$ cat config.mk
export PLATFORM = sky130hd
export DESIGN_NAME = smcg_ctrl
export DESIGN_NICKNAME = d
export VERILOG_FILES = /design/src/include/smcg_pkg.sv /design/src/logic/smcg_ctrl.sv
export SDC_FILE = /design/constraint.sdc
export NUM_CORES = 1
export LEC_CHECK = 0
export BUFFER_PORTS_ARGS = -buffer_cell sky130_fd_sc_hd__buf_2
export CAP_MARGIN = 40
export CORE_MARGIN = 2
export CORE_UTILIZATION = 25
export CTS_BUF_LIST = sky130_fd_sc_hd__clkbuf_8
export CTS_CLUSTER_SIZE = 24
export DETAILED_ROUTE_END_ITERATION = 7
export PLACE_DENSITY_LB_ADDON = 0.05
export SLEW_MARGIN = 20
export SYNTH_ARGS = -nofsm -noshare
export SYNTH_HDL_FRONTEND = slang
export SYNTH_SLANG_ARGS = --single-unit
$ cat constraint.sdc
create_clock -name clock -period 2.65 [get_ports clock]
set_clock_uncertainty 0.05 [all_clocks]
set_input_delay 0.53 -clock clock [delete_from_list [all_inputs] [get_ports clock]]
set_output_delay 0.53 -clock clock [all_outputs]
set_load 0.005 [all_outputs]
$ cat src/include/smcg_pkg.sv
// package for the sleep-mode and clock-gating controller
// assumes a single 20 MHz system clock domain
package smcg_pkg;
  // ==========================================
  // sleep select codes
  localparam logic [2:0] SEL_IDLE     = 3'h0;
  localparam logic [2:0] SEL_ADCNR    = 3'h1;
  localparam logic [2:0] SEL_PDOWN    = 3'h2;
  localparam logic [2:0] SEL_PSAVE    = 3'h3;
  localparam logic [2:0] SEL_STBY     = 3'h6;
  localparam logic [2:0] SEL_XSTBY    = 3'h7;
  // ==========================================
  // core control register field positions
  localparam int CCR_OFF_BIT    = 6;
  localparam int CCR_UNLOCK_BIT = 5;
  localparam logic CCR_OFF_RESET = 1'b0;
  // ==========================================
  // timing
  localparam int CLK_HZ          = 20_000_000;
  localparam int CLK_PERIOD_NS   = 50;
  localparam int UNLOCK_WINDOW   = 4;
  localparam int OFF_ACT_DELAY   = 3;
  localparam int OFF_HOLD        = 3;
  localparam int IRQ_HALT        = 4;
  localparam int XTAL_WAKE       = 6;
  localparam int MON_WAKE_US     = 60;
  localparam int MON_WAKE_CYC    = (MON_WAKE_US * 1000) / CLK_PERIOD_NS;
  localparam int STARTUP_DEFAULT = 16;
  // ==========================================
  // peripheral gate vector positions
  localparam int PG_ADC = 0;
  localparam int PG_TIMER_SYNC = 6;
  localparam int PG_WIDTH = 8;
endpackage

$ cat src/logic/smcg_ctrl.sv
// sleep-mode and clock-gating controller: mode select, supply monitor
// sleep-off sequence, wake filtering, wake delays and peripheral clock gates.
// assumes the core pulses sleep_instr for one clock and wake sources are synchronous.
//
// Notes on behaviour
// - monitor switched off immediately on entry to codes 010, 011, 110 or 111 when sleep-off bit active
// - monitor re-enabled automatically on any wake-up
// - wake delayed about 60 us when monitor was off during sleep
// - sleep-off control is bit 6 of core control, resets to zero
// - sleep-off bit changes only through timed unlock sequence
// - sleep-off bit active three cycles after set, clears after three more
// - sleep entered only with arm bit set and sleep instruction
// - interrupt wake halts core four cycles beyond start-up
// - code 000 Idle stops core and program store clocks only
// - converter enabled entering Idle or ADC noise sleep starts conversion
// - code 001 also halts peripheral io clock
// - ADC noise sleep wakes only on its listed sources
// - code 010 Power-down stops oscillator and all generated clocks
// - Power-down wakes only on resets, address match, low lines, pin change
// - Power-down wake waits fuse-defined start-up delay
// - code 011 Power-save keeps async timer, its enabled irqs wake
// - Power-save stops unused timer oscillator, and main clock unless the timer runs synchronously
// - code 110 with crystal Standby keeps oscillator, wakes in six cycles
// - code 111 with crystal Extended Standby, wakes in six cycles
// - gate bit stops peripheral clock, except the synchronous timer clock in codes 011 and 111
// - clearing gate bit restarts clock with state kept
// - gating matters only in Active and Idle, and for the ADC gate in ADC noise sleep
// - converter stays enabled in sleep; off-on gives extended conversion
module smcg_ctrl #(
  parameter int STARTUP_CYC = smcg_pkg::STARTUP_DEFAULT,
  parameter int MON_CYC     = smcg_pkg::MON_WAKE_CYC
) (
  input  wire logic                        clock,
  input  wire logic                        resetn,
  input  wire logic                        clk_en,
  input  wire logic                        ccr_wr,
  input  wire logic [7:0]                  ccr_wdata,
  input  wire logic                        sleep_arm_bit,
  input  wire logic [2:0]                  sleep_select_code,
  input  wire logic                        sleep_instr,
  input  wire logic                        xtal_selected,
  input  wire logic                        monitor_fuse_on,
  input  wire logic                        adc_enable,
  input  wire logic                        timer_async,
  input  wire logic                        timer_enable,
  input  wire logic [1:0]                  async_timer_irq_mask,
  input  wire logic                        global_irq_en,
  input  wire logic [1:0]                  async_timer_events,
  input  wire logic                        ext_reset_wake,
  input  wire logic                        wdt_reset_wake,
  input  wire logic                        wdt_irq_wake,
  input  wire logic                        mon_reset_wake,
  input  wire logic                        twi_addr_match,
  input  wire logic                        twi_irq,
  input  wire logic [2:0]                  low_ext_irq_lines,
  input  wire logic [3:0]                  high_ext_irq_lines,
  input  wire logic                        pin_change_irq,
  input  wire logic                        adc_done_irq,
  input  wire logic                        store_ready_irq,
  input  wire logic                        other_irq,
  input  wire logic [smcg_pkg::PG_WIDTH-1:0] peripheral_clock_gate_reg,
  output logic                             core_clock_en,
  output logic                             program_store_clock_en,
  output logic                             peripheral_io_clock_en,
  output logic                             adc_clock_en,
  output logic                             main_osc_en,
  output logic                             timer_osc_en,
  output logic [smcg_pkg::PG_WIDTH-1:0]    periph_clk_en,
  output logic                             supply_drop_monitor_en,
  output logic                             monitor_sleep_off,
  output logic                             adc_start,
  output logic                             adc_extended,
  output logic                             asleep,
  output logic                             irq_resume
);
  // ==========================================
  // states
  typedef enum logic [2:0] {
    ST_RUN   = 3'b001,
    ST_SLEEP = 3'b010,
    ST_WAKE  = 3'b100
  } smcg_state_type;

  function automatic logic stops_io(input logic [2:0] m);
    stops_io = (m != smcg_pkg::SEL_IDLE);
  endfunction

  function automatic logic deep_mode(input logic [2:0] m);
    deep_mode = (m == smcg_pkg::SEL_PDOWN) || (m == smcg_pkg::SEL_PSAVE) ||
                (m == smcg_pkg::SEL_STBY) || (m == smcg_pkg::SEL_XSTBY);
  endfunction

  function automatic logic timer_mode(input logic [2:0] m);
    timer_mode = (m == smcg_pkg::SEL_PSAVE) || (m == smcg_pkg::SEL_XSTBY);
  endfunction

  smcg_state_type             state_r, state_nxt;
  logic [2:0]                 mode_r, mode_nxt;
  logic                       mon_off_r, mon_off_nxt;
  logic                       irq_wake_r, irq_wake_nxt;
  logic [15:0]                cnt_r, cnt_nxt;
  logic [2:0]                 unl_r, unl_nxt;
  logic [2:0]                 offcnt_r, offcnt_nxt;
  logic                       off_bit_r, off_bit_nxt;
  logic                       adc_en_d_r, adc_ext_r, adc_ext_nxt;
  logic                       start_r, start_nxt;
  logic                       sleep_req, valid_code, wake_irq, wake_rst, wake;
  logic [2:0]                 ce_nxt;
  logic                       osc_nxt, tosc_nxt, io_nxt, adcclk_nxt;
  logic [smcg_pkg::PG_WIDTH-1:0] pg_nxt;

  // ==========================================
  // monitor sleep-off unlock sequence
  always_comb begin
    unl_nxt     = (unl_r != 3'h0) ? unl_r - 3'h1 : 3'h0;
    offcnt_nxt  = (offcnt_r != 3'h0) ? offcnt_r - 3'h1 : 3'h0;
    off_bit_nxt = off_bit_r;
    if (offcnt_r == 3'h1) begin
      off_bit_nxt = smcg_pkg::CCR_OFF_RESET;
    end
    // rewriting during the window does not extend it
    if (ccr_wr && ccr_wdata[smcg_pkg::CCR_OFF_BIT] && ccr_wdata[smcg_pkg::CCR_UNLOCK_BIT] &&
        unl_r == 3'h0) begin
      unl_nxt = 3'(smcg_pkg::UNLOCK_WINDOW);
    end else if (ccr_wr && unl_r != 3'h0 && ccr_wdata[smcg_pkg::CCR_OFF_BIT] &&
                 !ccr_wdata[smcg_pkg::CCR_UNLOCK_BIT]) begin
      unl_nxt    = 3'h0;
      offcnt_nxt = 3'(smcg_pkg::OFF_ACT_DELAY + smcg_pkg::OFF_HOLD);
    end
    if (offcnt_r == 3'(smcg_pkg::OFF_HOLD + 1)) begin
      off_bit_nxt = 1'b1;
    end
  end

  // ==========================================
  // sleep sequencing
  assign valid_code = (sleep_select_code[2:1] != 2'b10) &&
                      (!sleep_select_code[2] || xtal_selected);
  assign sleep_req  = sleep_arm_bit && sleep_instr && valid_code;

  always_comb begin
    logic [2:0] m;
    m = mode_r;
    wake_rst = ext_reset_wake | wdt_reset_wake | mon_reset_wake;
    wake_irq = 1'b0;
    case (m)
      smcg_pkg::SEL_IDLE:  wake_irq = |{wdt_irq_wake, twi_addr_match, twi_irq, low_ext_irq_lines,
                                        high_ext_irq_lines, pin_change_irq, adc_done_irq,
                                        store_ready_irq, other_irq, async_timer_events};
      smcg_pkg::SEL_ADCNR: wake_irq = |{adc_done_irq, wdt_irq_wake, twi_irq, twi_addr_match,
                                        (timer_enable && |async_timer_events), store_ready_irq,
                                        high_ext_irq_lines, pin_change_irq};
      default: begin
        wake_irq = twi_addr_match | (|low_ext_irq_lines) | pin_change_irq;
        if (timer_mode(m)) begin
          wake_irq = wake_irq | (timer_enable && global_irq_en &&
                                 |(async_timer_events & async_timer_irq_mask));
        end
      end
    endcase
    wake = wake_rst | wake_irq;
  end

  always_comb begin
    state_nxt    = state_r;
    mode_nxt     = mode_r;
    mon_off_nxt  = mon_off_r;
    irq_wake_nxt = irq_wake_r;
    cnt_nxt      = (cnt_r != 16'h0000) ? cnt_r - 16'h0001 : 16'h0000;
    start_nxt    = 1'b0;
    adc_ext_nxt  = adc_ext_r;
    if (adc_en_d_r && !adc_enable) begin
      adc_ext_nxt = 1'b1;
    end
    case (state_r)
      ST_RUN: begin
        if (sleep_req) begin
          state_nxt   = ST_SLEEP;
          mode_nxt    = sleep_select_code;
          mon_off_nxt = off_bit_r && deep_mode(sleep_select_code);
          start_nxt   = adc_enable && !deep_mode(sleep_select_code);
        end
      end
      ST_SLEEP: begin
        if (wake) begin
          state_nxt    = ST_WAKE;
          irq_wake_nxt = !wake_rst;
          // crystal standby keeps the oscillator, so no start-up wait
          if (mode_r[2]) begin
            cnt_nxt = 16'(smcg_pkg::XTAL_WAKE);
          end else if (deep_mode(mode_r)) begin
            cnt_nxt = 16'(STARTUP_CYC);
          end else begin
            cnt_nxt = 16'h0001;
          end
          if (mon_off_r && cnt_nxt < 16'(MON_CYC)) begin
            cnt_nxt = 16'(MON_CYC);
          end
          if (!wake_rst) begin
            cnt_nxt = cnt_nxt + 16'(smcg_pkg::IRQ_HALT);
          end
          mon_off_nxt = 1'b0;
        end
      end
      ST_WAKE: begin
        if (cnt_r <= 16'h0001) begin
          state_nxt = ST_RUN;
        end
      end
      default: state_nxt = ST_RUN;
    endcase
    // a sleep-start conversion consumes the pending extended flag
    if (start_nxt) begin
      adc_ext_nxt = 1'b0;
    end
  end

  // ==========================================
  // clock domain enables
  always_comb begin
    logic slp;
    logic halt;
    logic [2:0] m;
    slp        = (state_nxt == ST_SLEEP);
    halt       = (state_nxt != ST_RUN);
    m          = mode_nxt;
    // core and program store stay halted through the wake delay; other domains restart at once
    ce_nxt     = halt ? 3'h0 : 3'h7;
    io_nxt     = !(slp && stops_io(m));
    adcclk_nxt = !(slp && deep_mode(m));
    osc_nxt    = 1'b1;
    tosc_nxt   = 1'b1;
    if (slp && deep_mode(m)) begin
      osc_nxt  = m[2] || (timer_mode(m) && timer_enable && !timer_async);
      tosc_nxt = timer_mode(m) && timer_enable && timer_async;
    end
    // active and idle see all gates, ADC noise only the ADC gate; deeper modes stop all but a synchronous timer in codes 011 and 111
    pg_nxt = ~peripheral_clock_gate_reg & {smcg_pkg::PG_WIDTH{io_nxt}};
    if (!adcclk_nxt || peripheral_clock_gate_reg[smcg_pkg::PG_ADC]) begin
      pg_nxt[smcg_pkg::PG_ADC] = 1'b0;
    end else begin
      pg_nxt[smcg_pkg::PG_ADC] = 1'b1;
    end
    if (slp && timer_mode(m) && timer_enable && !timer_async) begin
      pg_nxt[smcg_pkg::PG_TIMER_SYNC] = 1'b1;
    end
  end

  always_ff @(posedge clock or negedge resetn) begin
    if (!resetn) begin
      state_r                <= ST_RUN;
      mode_r                 <= smcg_pkg::SEL_IDLE;
      mon_off_r              <= 1'b0;
      irq_wake_r             <= 1'b0;
      cnt_r                  <= 16'h0000;
      unl_r                  <= 3'h0;
      offcnt_r               <= 3'h0;
      off_bit_r              <= smcg_pkg::CCR_OFF_RESET;
      adc_en_d_r             <= 1'b0;
      adc_ext_r              <= 1'b0;
      start_r                <= 1'b0;
      core_clock_en          <= 1'b1;
      program_store_clock_en <= 1'b1;
      peripheral_io_clock_en <= 1'b1;
      adc_clock_en           <= 1'b1;
      main_osc_en            <= 1'b1;
      timer_osc_en           <= 1'b1;
      periph_clk_en          <= {smcg_pkg::PG_WIDTH{1'b1}};
      supply_drop_monitor_en <= 1'b0;
      monitor_sleep_off      <= 1'b0;
      adc_start              <= 1'b0;
      adc_extended           <= 1'b0;
      asleep                 <= 1'b0;
      irq_resume             <= 1'b0;
    end else if (clk_en) begin
      state_r                <= state_nxt;
      mode_r                 <= mode_nxt;
      mon_off_r              <= mon_off_nxt;
      irq_wake_r             <= irq_wake_nxt;
      cnt_r                  <= cnt_nxt;
      unl_r                  <= unl_nxt;
      offcnt_r               <= offcnt_nxt;
      off_bit_r              <= off_bit_nxt;
      adc_en_d_r             <= adc_enable;
      adc_ext_r              <= adc_ext_nxt;
      start_r                <= start_nxt;
      core_clock_en          <= ce_nxt[0];
      program_store_clock_en <= ce_nxt[1];
      peripheral_io_clock_en <= io_nxt;
      adc_clock_en           <= adcclk_nxt;
      main_osc_en            <= osc_nxt;
      timer_osc_en           <= tosc_nxt;
      periph_clk_en          <= pg_nxt;
      supply_drop_monitor_en <= monitor_fuse_on && !mon_off_nxt;
      monitor_sleep_off      <= off_bit_nxt;
      adc_start              <= start_nxt;
      adc_extended           <= adc_ext_nxt;
      asleep                 <= (state_nxt != ST_RUN);
      irq_resume             <= (state_r == ST_WAKE) && (state_nxt == ST_RUN) && irq_wake_r;
    end
  end
endmodule

==> summary.md <==
| Metric | Value |
|---|---|
| Global Route Usage Sum | 13.3% |
| Post-synth EDFFs | 0 |
| Gate power share | 30.9% |
| Clk pwr share | 20.2% |
| Fin util | 32.4% |
| ANT cells | 0 |
| Crit Path Category | input port to flip-flop |
| Number of synthesized register bits | 50 |
| Async SR Flop Fraction | 100% |
| Drc violations | 0 |
| Min Tclk post-route | 2420 ps |
| Clk sinks | 50 |
| Final setup violation count | 0 |
| GR Overflow Total | 0 |
| Worst VDD drop | 218 uV |
| Setup tns final | 0 ps |
| DP HPWL | 5.28 mm |
| H-tree depth | 2 |
| Cell at the slowest stage of the critical path | o41ai_1 |
| Synth area leader | dfrtp_1 |
| HP Class | input port to flip-flop |
| Design Area, Final | 3340 um2 |
| Layout cells sized above 1 | 30.4% |
| Routed WL per cell | 14.6 um |
| CTS clk-pin slew, worst paths | 90 ps |
| Max Clk Rate | 413 MHz |
| Die Area | 11500 um2 |
| CP max FO | 9 |
| Largest net degree at the start of global routing | 79 |
| Worst Slack Setup Final | 229 ps |
| Core area | 10300 um2 |
| Seq pwr share | 48.9% |
| Routed via count | 2319 |
| Syn Nets | 338 |
| Int Pwr | 1.52 mW |
| Port bufs | 65 |
| Post-synth cell types | 52 |
| Startpoint Class | input port |
| Status | finished clean |
| Area share of the largest cell type after synthesis | 33.8% |
| Warnings from Yosys | 0 |
| Max incr delay on CP | 390 ps |
| Ports | 72 |
| TritonRoute pass-1 iters | 6 |
| Dpl cells | 485 |
| Hold-fix buffer count after cts | 1 |
| Post-Syn Area per Cell | 9.52 um2 |
| Power Density | 706 nW/um2 |
| Final hold vios | 0 |
| R2r setup slk | 350 ps |
| Cts repair resizes | 0 |
| Initial DRC Count | 87 |
| Vias per inst | 4.69 |
| Syn Inst Count | 280 |
| Max-cap check violation count | 0 |
| Crit path buf inv count | 2 |
| Final Cycle Share | 91.3% |
| Arr. time, crit path | 2600 ps |
| Crit end category | flip-flop |
| Ys flop type | dfrtp_1 |
| CP Cell Sequence | buf_2 -> nor4_1 -> nand4_1 -> o41ai_1 -> a21oi_1 -> buf_4 -> or2_1 -> o211ai_1 |
| Ranking of synthesized cells by area | dfrtp_1 34%, dfstp_2 14%, nand2_1 3.2%, a21oi_1 3.2%, inv_1 3.0% |
| Fin nets | 415 |
| Number of global-route vias before repair | 2333 |
| Remaining antenna violation count after routing | 0 |
| Max Slew Vio Count | 0 |
| Finished Layout Cells | 494 |
| FP Rows | 37 |
| Max Buffers Root-to-Sink | 2 |
| Lkg Pwr | 1.55 nW |
| Mapped cell area | 2670 um2 |
| First-pass GRT wire length | 12.0 mm |
| Max_slew headroom | 55.4% |
| Crit path max-delay family | simple AND/OR/NAND/NOR gates |
| Net switching power | 0.840 mW |
| Placed Area | 3240 um2 |
| Die outline width | 107 um |
| Gp weighted congestion | 0.739 |
| Die Y | 107 um |
| Num CTS Buffers | 5 |
| Worst slew pin tran | 664 ps |
| Clock Latency Late Sink | 310 ps |
| Initial antenna violation count | 0 |
| Post-synthesis sequential area ratio | 47.6% |
| Placement-stage worst setup slack | -100 ps |
| WL final | 7.21 mm |
| Final hold slack | 298 ps |
| CTS tree | built |
| Post-CTS Setup Inserts | 0 |
| CP required | 2830 ps |
| RSZ-0062 raised after global routing | false |
| Initial Util | 25.8% |
| CTS root buffer | clkbuf_8 |
| Sw Share | 35.6% |
| Synth-to-Final Area Change | 25.4% |
| Total power | 2.36 mW |
==> cell type report <==
class / count / area [um2]
timing repair buffer: 82 / 468
clock inverter: 2 / 8.76
fill: 1090 / 6980
multi-input combinational: 197 / 1270
inverter: 21 / 78.8
sequential: 50 / 1270
tap: 136 / 170
clock buffer: 6 / 82.6
==> worst register-to-register path, stage by stage, from the launching register on <==
cell and delay, ps:
dfstp_2 570, nand3_1 130, a2111oi_4 580, mux2i_1 320, nand4_1 190, a21boi_4 230
o22ai_1 160
==> cells in the final DEF, fill, tap and decap left out, types with 4 or more instances in the layout <==
cell type	instances
buf_2	65
nand3_1	5
o22ai_1	10
a31oi_1	4
a221o_1	4
buf_4	15
o211ai_1	4
mux2i_1	5
nor4_1	4
o31ai_1	6
xnor2_1	4
clkbuf_8	6
dfrtp_1	36
nand4_1	8
inv_1	22
a21oi_1	17
ha_1	6
nor3_1	11
nand2b_1	5
o21ai_0	14
nand2_1	23
xor2_1	5
dfstp_2	14
nor2_1	21
==> worst paths after layout <==
check                      depth (start not counted)                               start                                  to
hold reg to reg                                    2  peripheral_io_clock_en$_DFFE_PN1P_  peripheral_io_clock_en$_DFFE_PN1P_
min in group asynchronous                          2                              resetn               adc_start$_DFFE_PN0P_
setup / recovery                                   8                      twi_addr_match                cnt_r[4]$_DFFE_PN0P_
hold / removal                                     2        peripheral_clock_gate_reg[7]        periph_clk_en[7]$_DFFE_PN1P_
setup reg to reg                                   6              state_r[0]$_DFFE_PN1P_        periph_clk_en[3]$_DFFE_PN1P_
max in group asynchronous                          3                              resetn            timer_osc_en$_DFFE_PN1P_
==> cell families (layout without fill, tap and decap cells) <==
group | Yosys count | after routing | synth area share (%)
DFF | 50 | 50 | 47.6
muxes | 8 | 8 | 3.15
adders and majority gates | 6 | 6 | 2.82
xor gates and xnor gates | 9 | 9 | 2.96
buffers and inverters | 33 | 111 | 4.88
AOI/OAI and AO/OA | 75 | 75 | 19.4
and+or+nand+nor | 99 | 99 | 19.2
==> sequential cells by signal, summed over array words and instances, names as in the netlist, 3 cells and up <==
register	cells
cnt_r	16
periph_clk_en	8
mode_r	3
offcnt_r	3
state_r	3
unl_r	3
==> routing by layer <==
layer  global-route usage [%]  wire [um]
met1                     18.4       3680
met2                     21.1       3180
met5                        0          0
met3                     2.72        268
met4                     3.62         77
==> cell usage after synthesis, types with 2 or more instances <==
master / number
a21o_1: 3
a21oi_1: 17
a221o_1: 4
a31oi_1: 4
a41oi_1: 2
and3_1: 3
and4b_1: 2
buf_2: 2
clkbuf_1: 8
dfrtp_1: 36
dfstp_2: 14
ha_1: 6
inv_1: 21
mux2_2: 3
mux2i_1: 5
nand2_1: 23
nand2b_1: 5
nand3_1: 5
nand3b_1: 2
nand4_1: 8
nor2_1: 21
nor2b_1: 3
nor3_1: 11
nor3b_1: 3
nor4_1: 4
o211ai_1: 4
o21ai_0: 14
o22ai_1: 10
o31ai_1: 6
or3_1: 2
xnor2_1: 4
xor2_1: 5
==> power groups by stage <==
stage          Combinational (mW)  Clock, mW  Sequential, mW
2_1_floorplan               0.498          0            1.12
3_3_place_gp                0.733          0            1.17
3_5_place_dp                0.739          0            1.17
4_1_cts                     0.742      0.504            1.15
5_1_grt                     0.833      0.538            1.19
6_report                    0.728      0.477            1.15
Power figures use the tool's default switching activity.
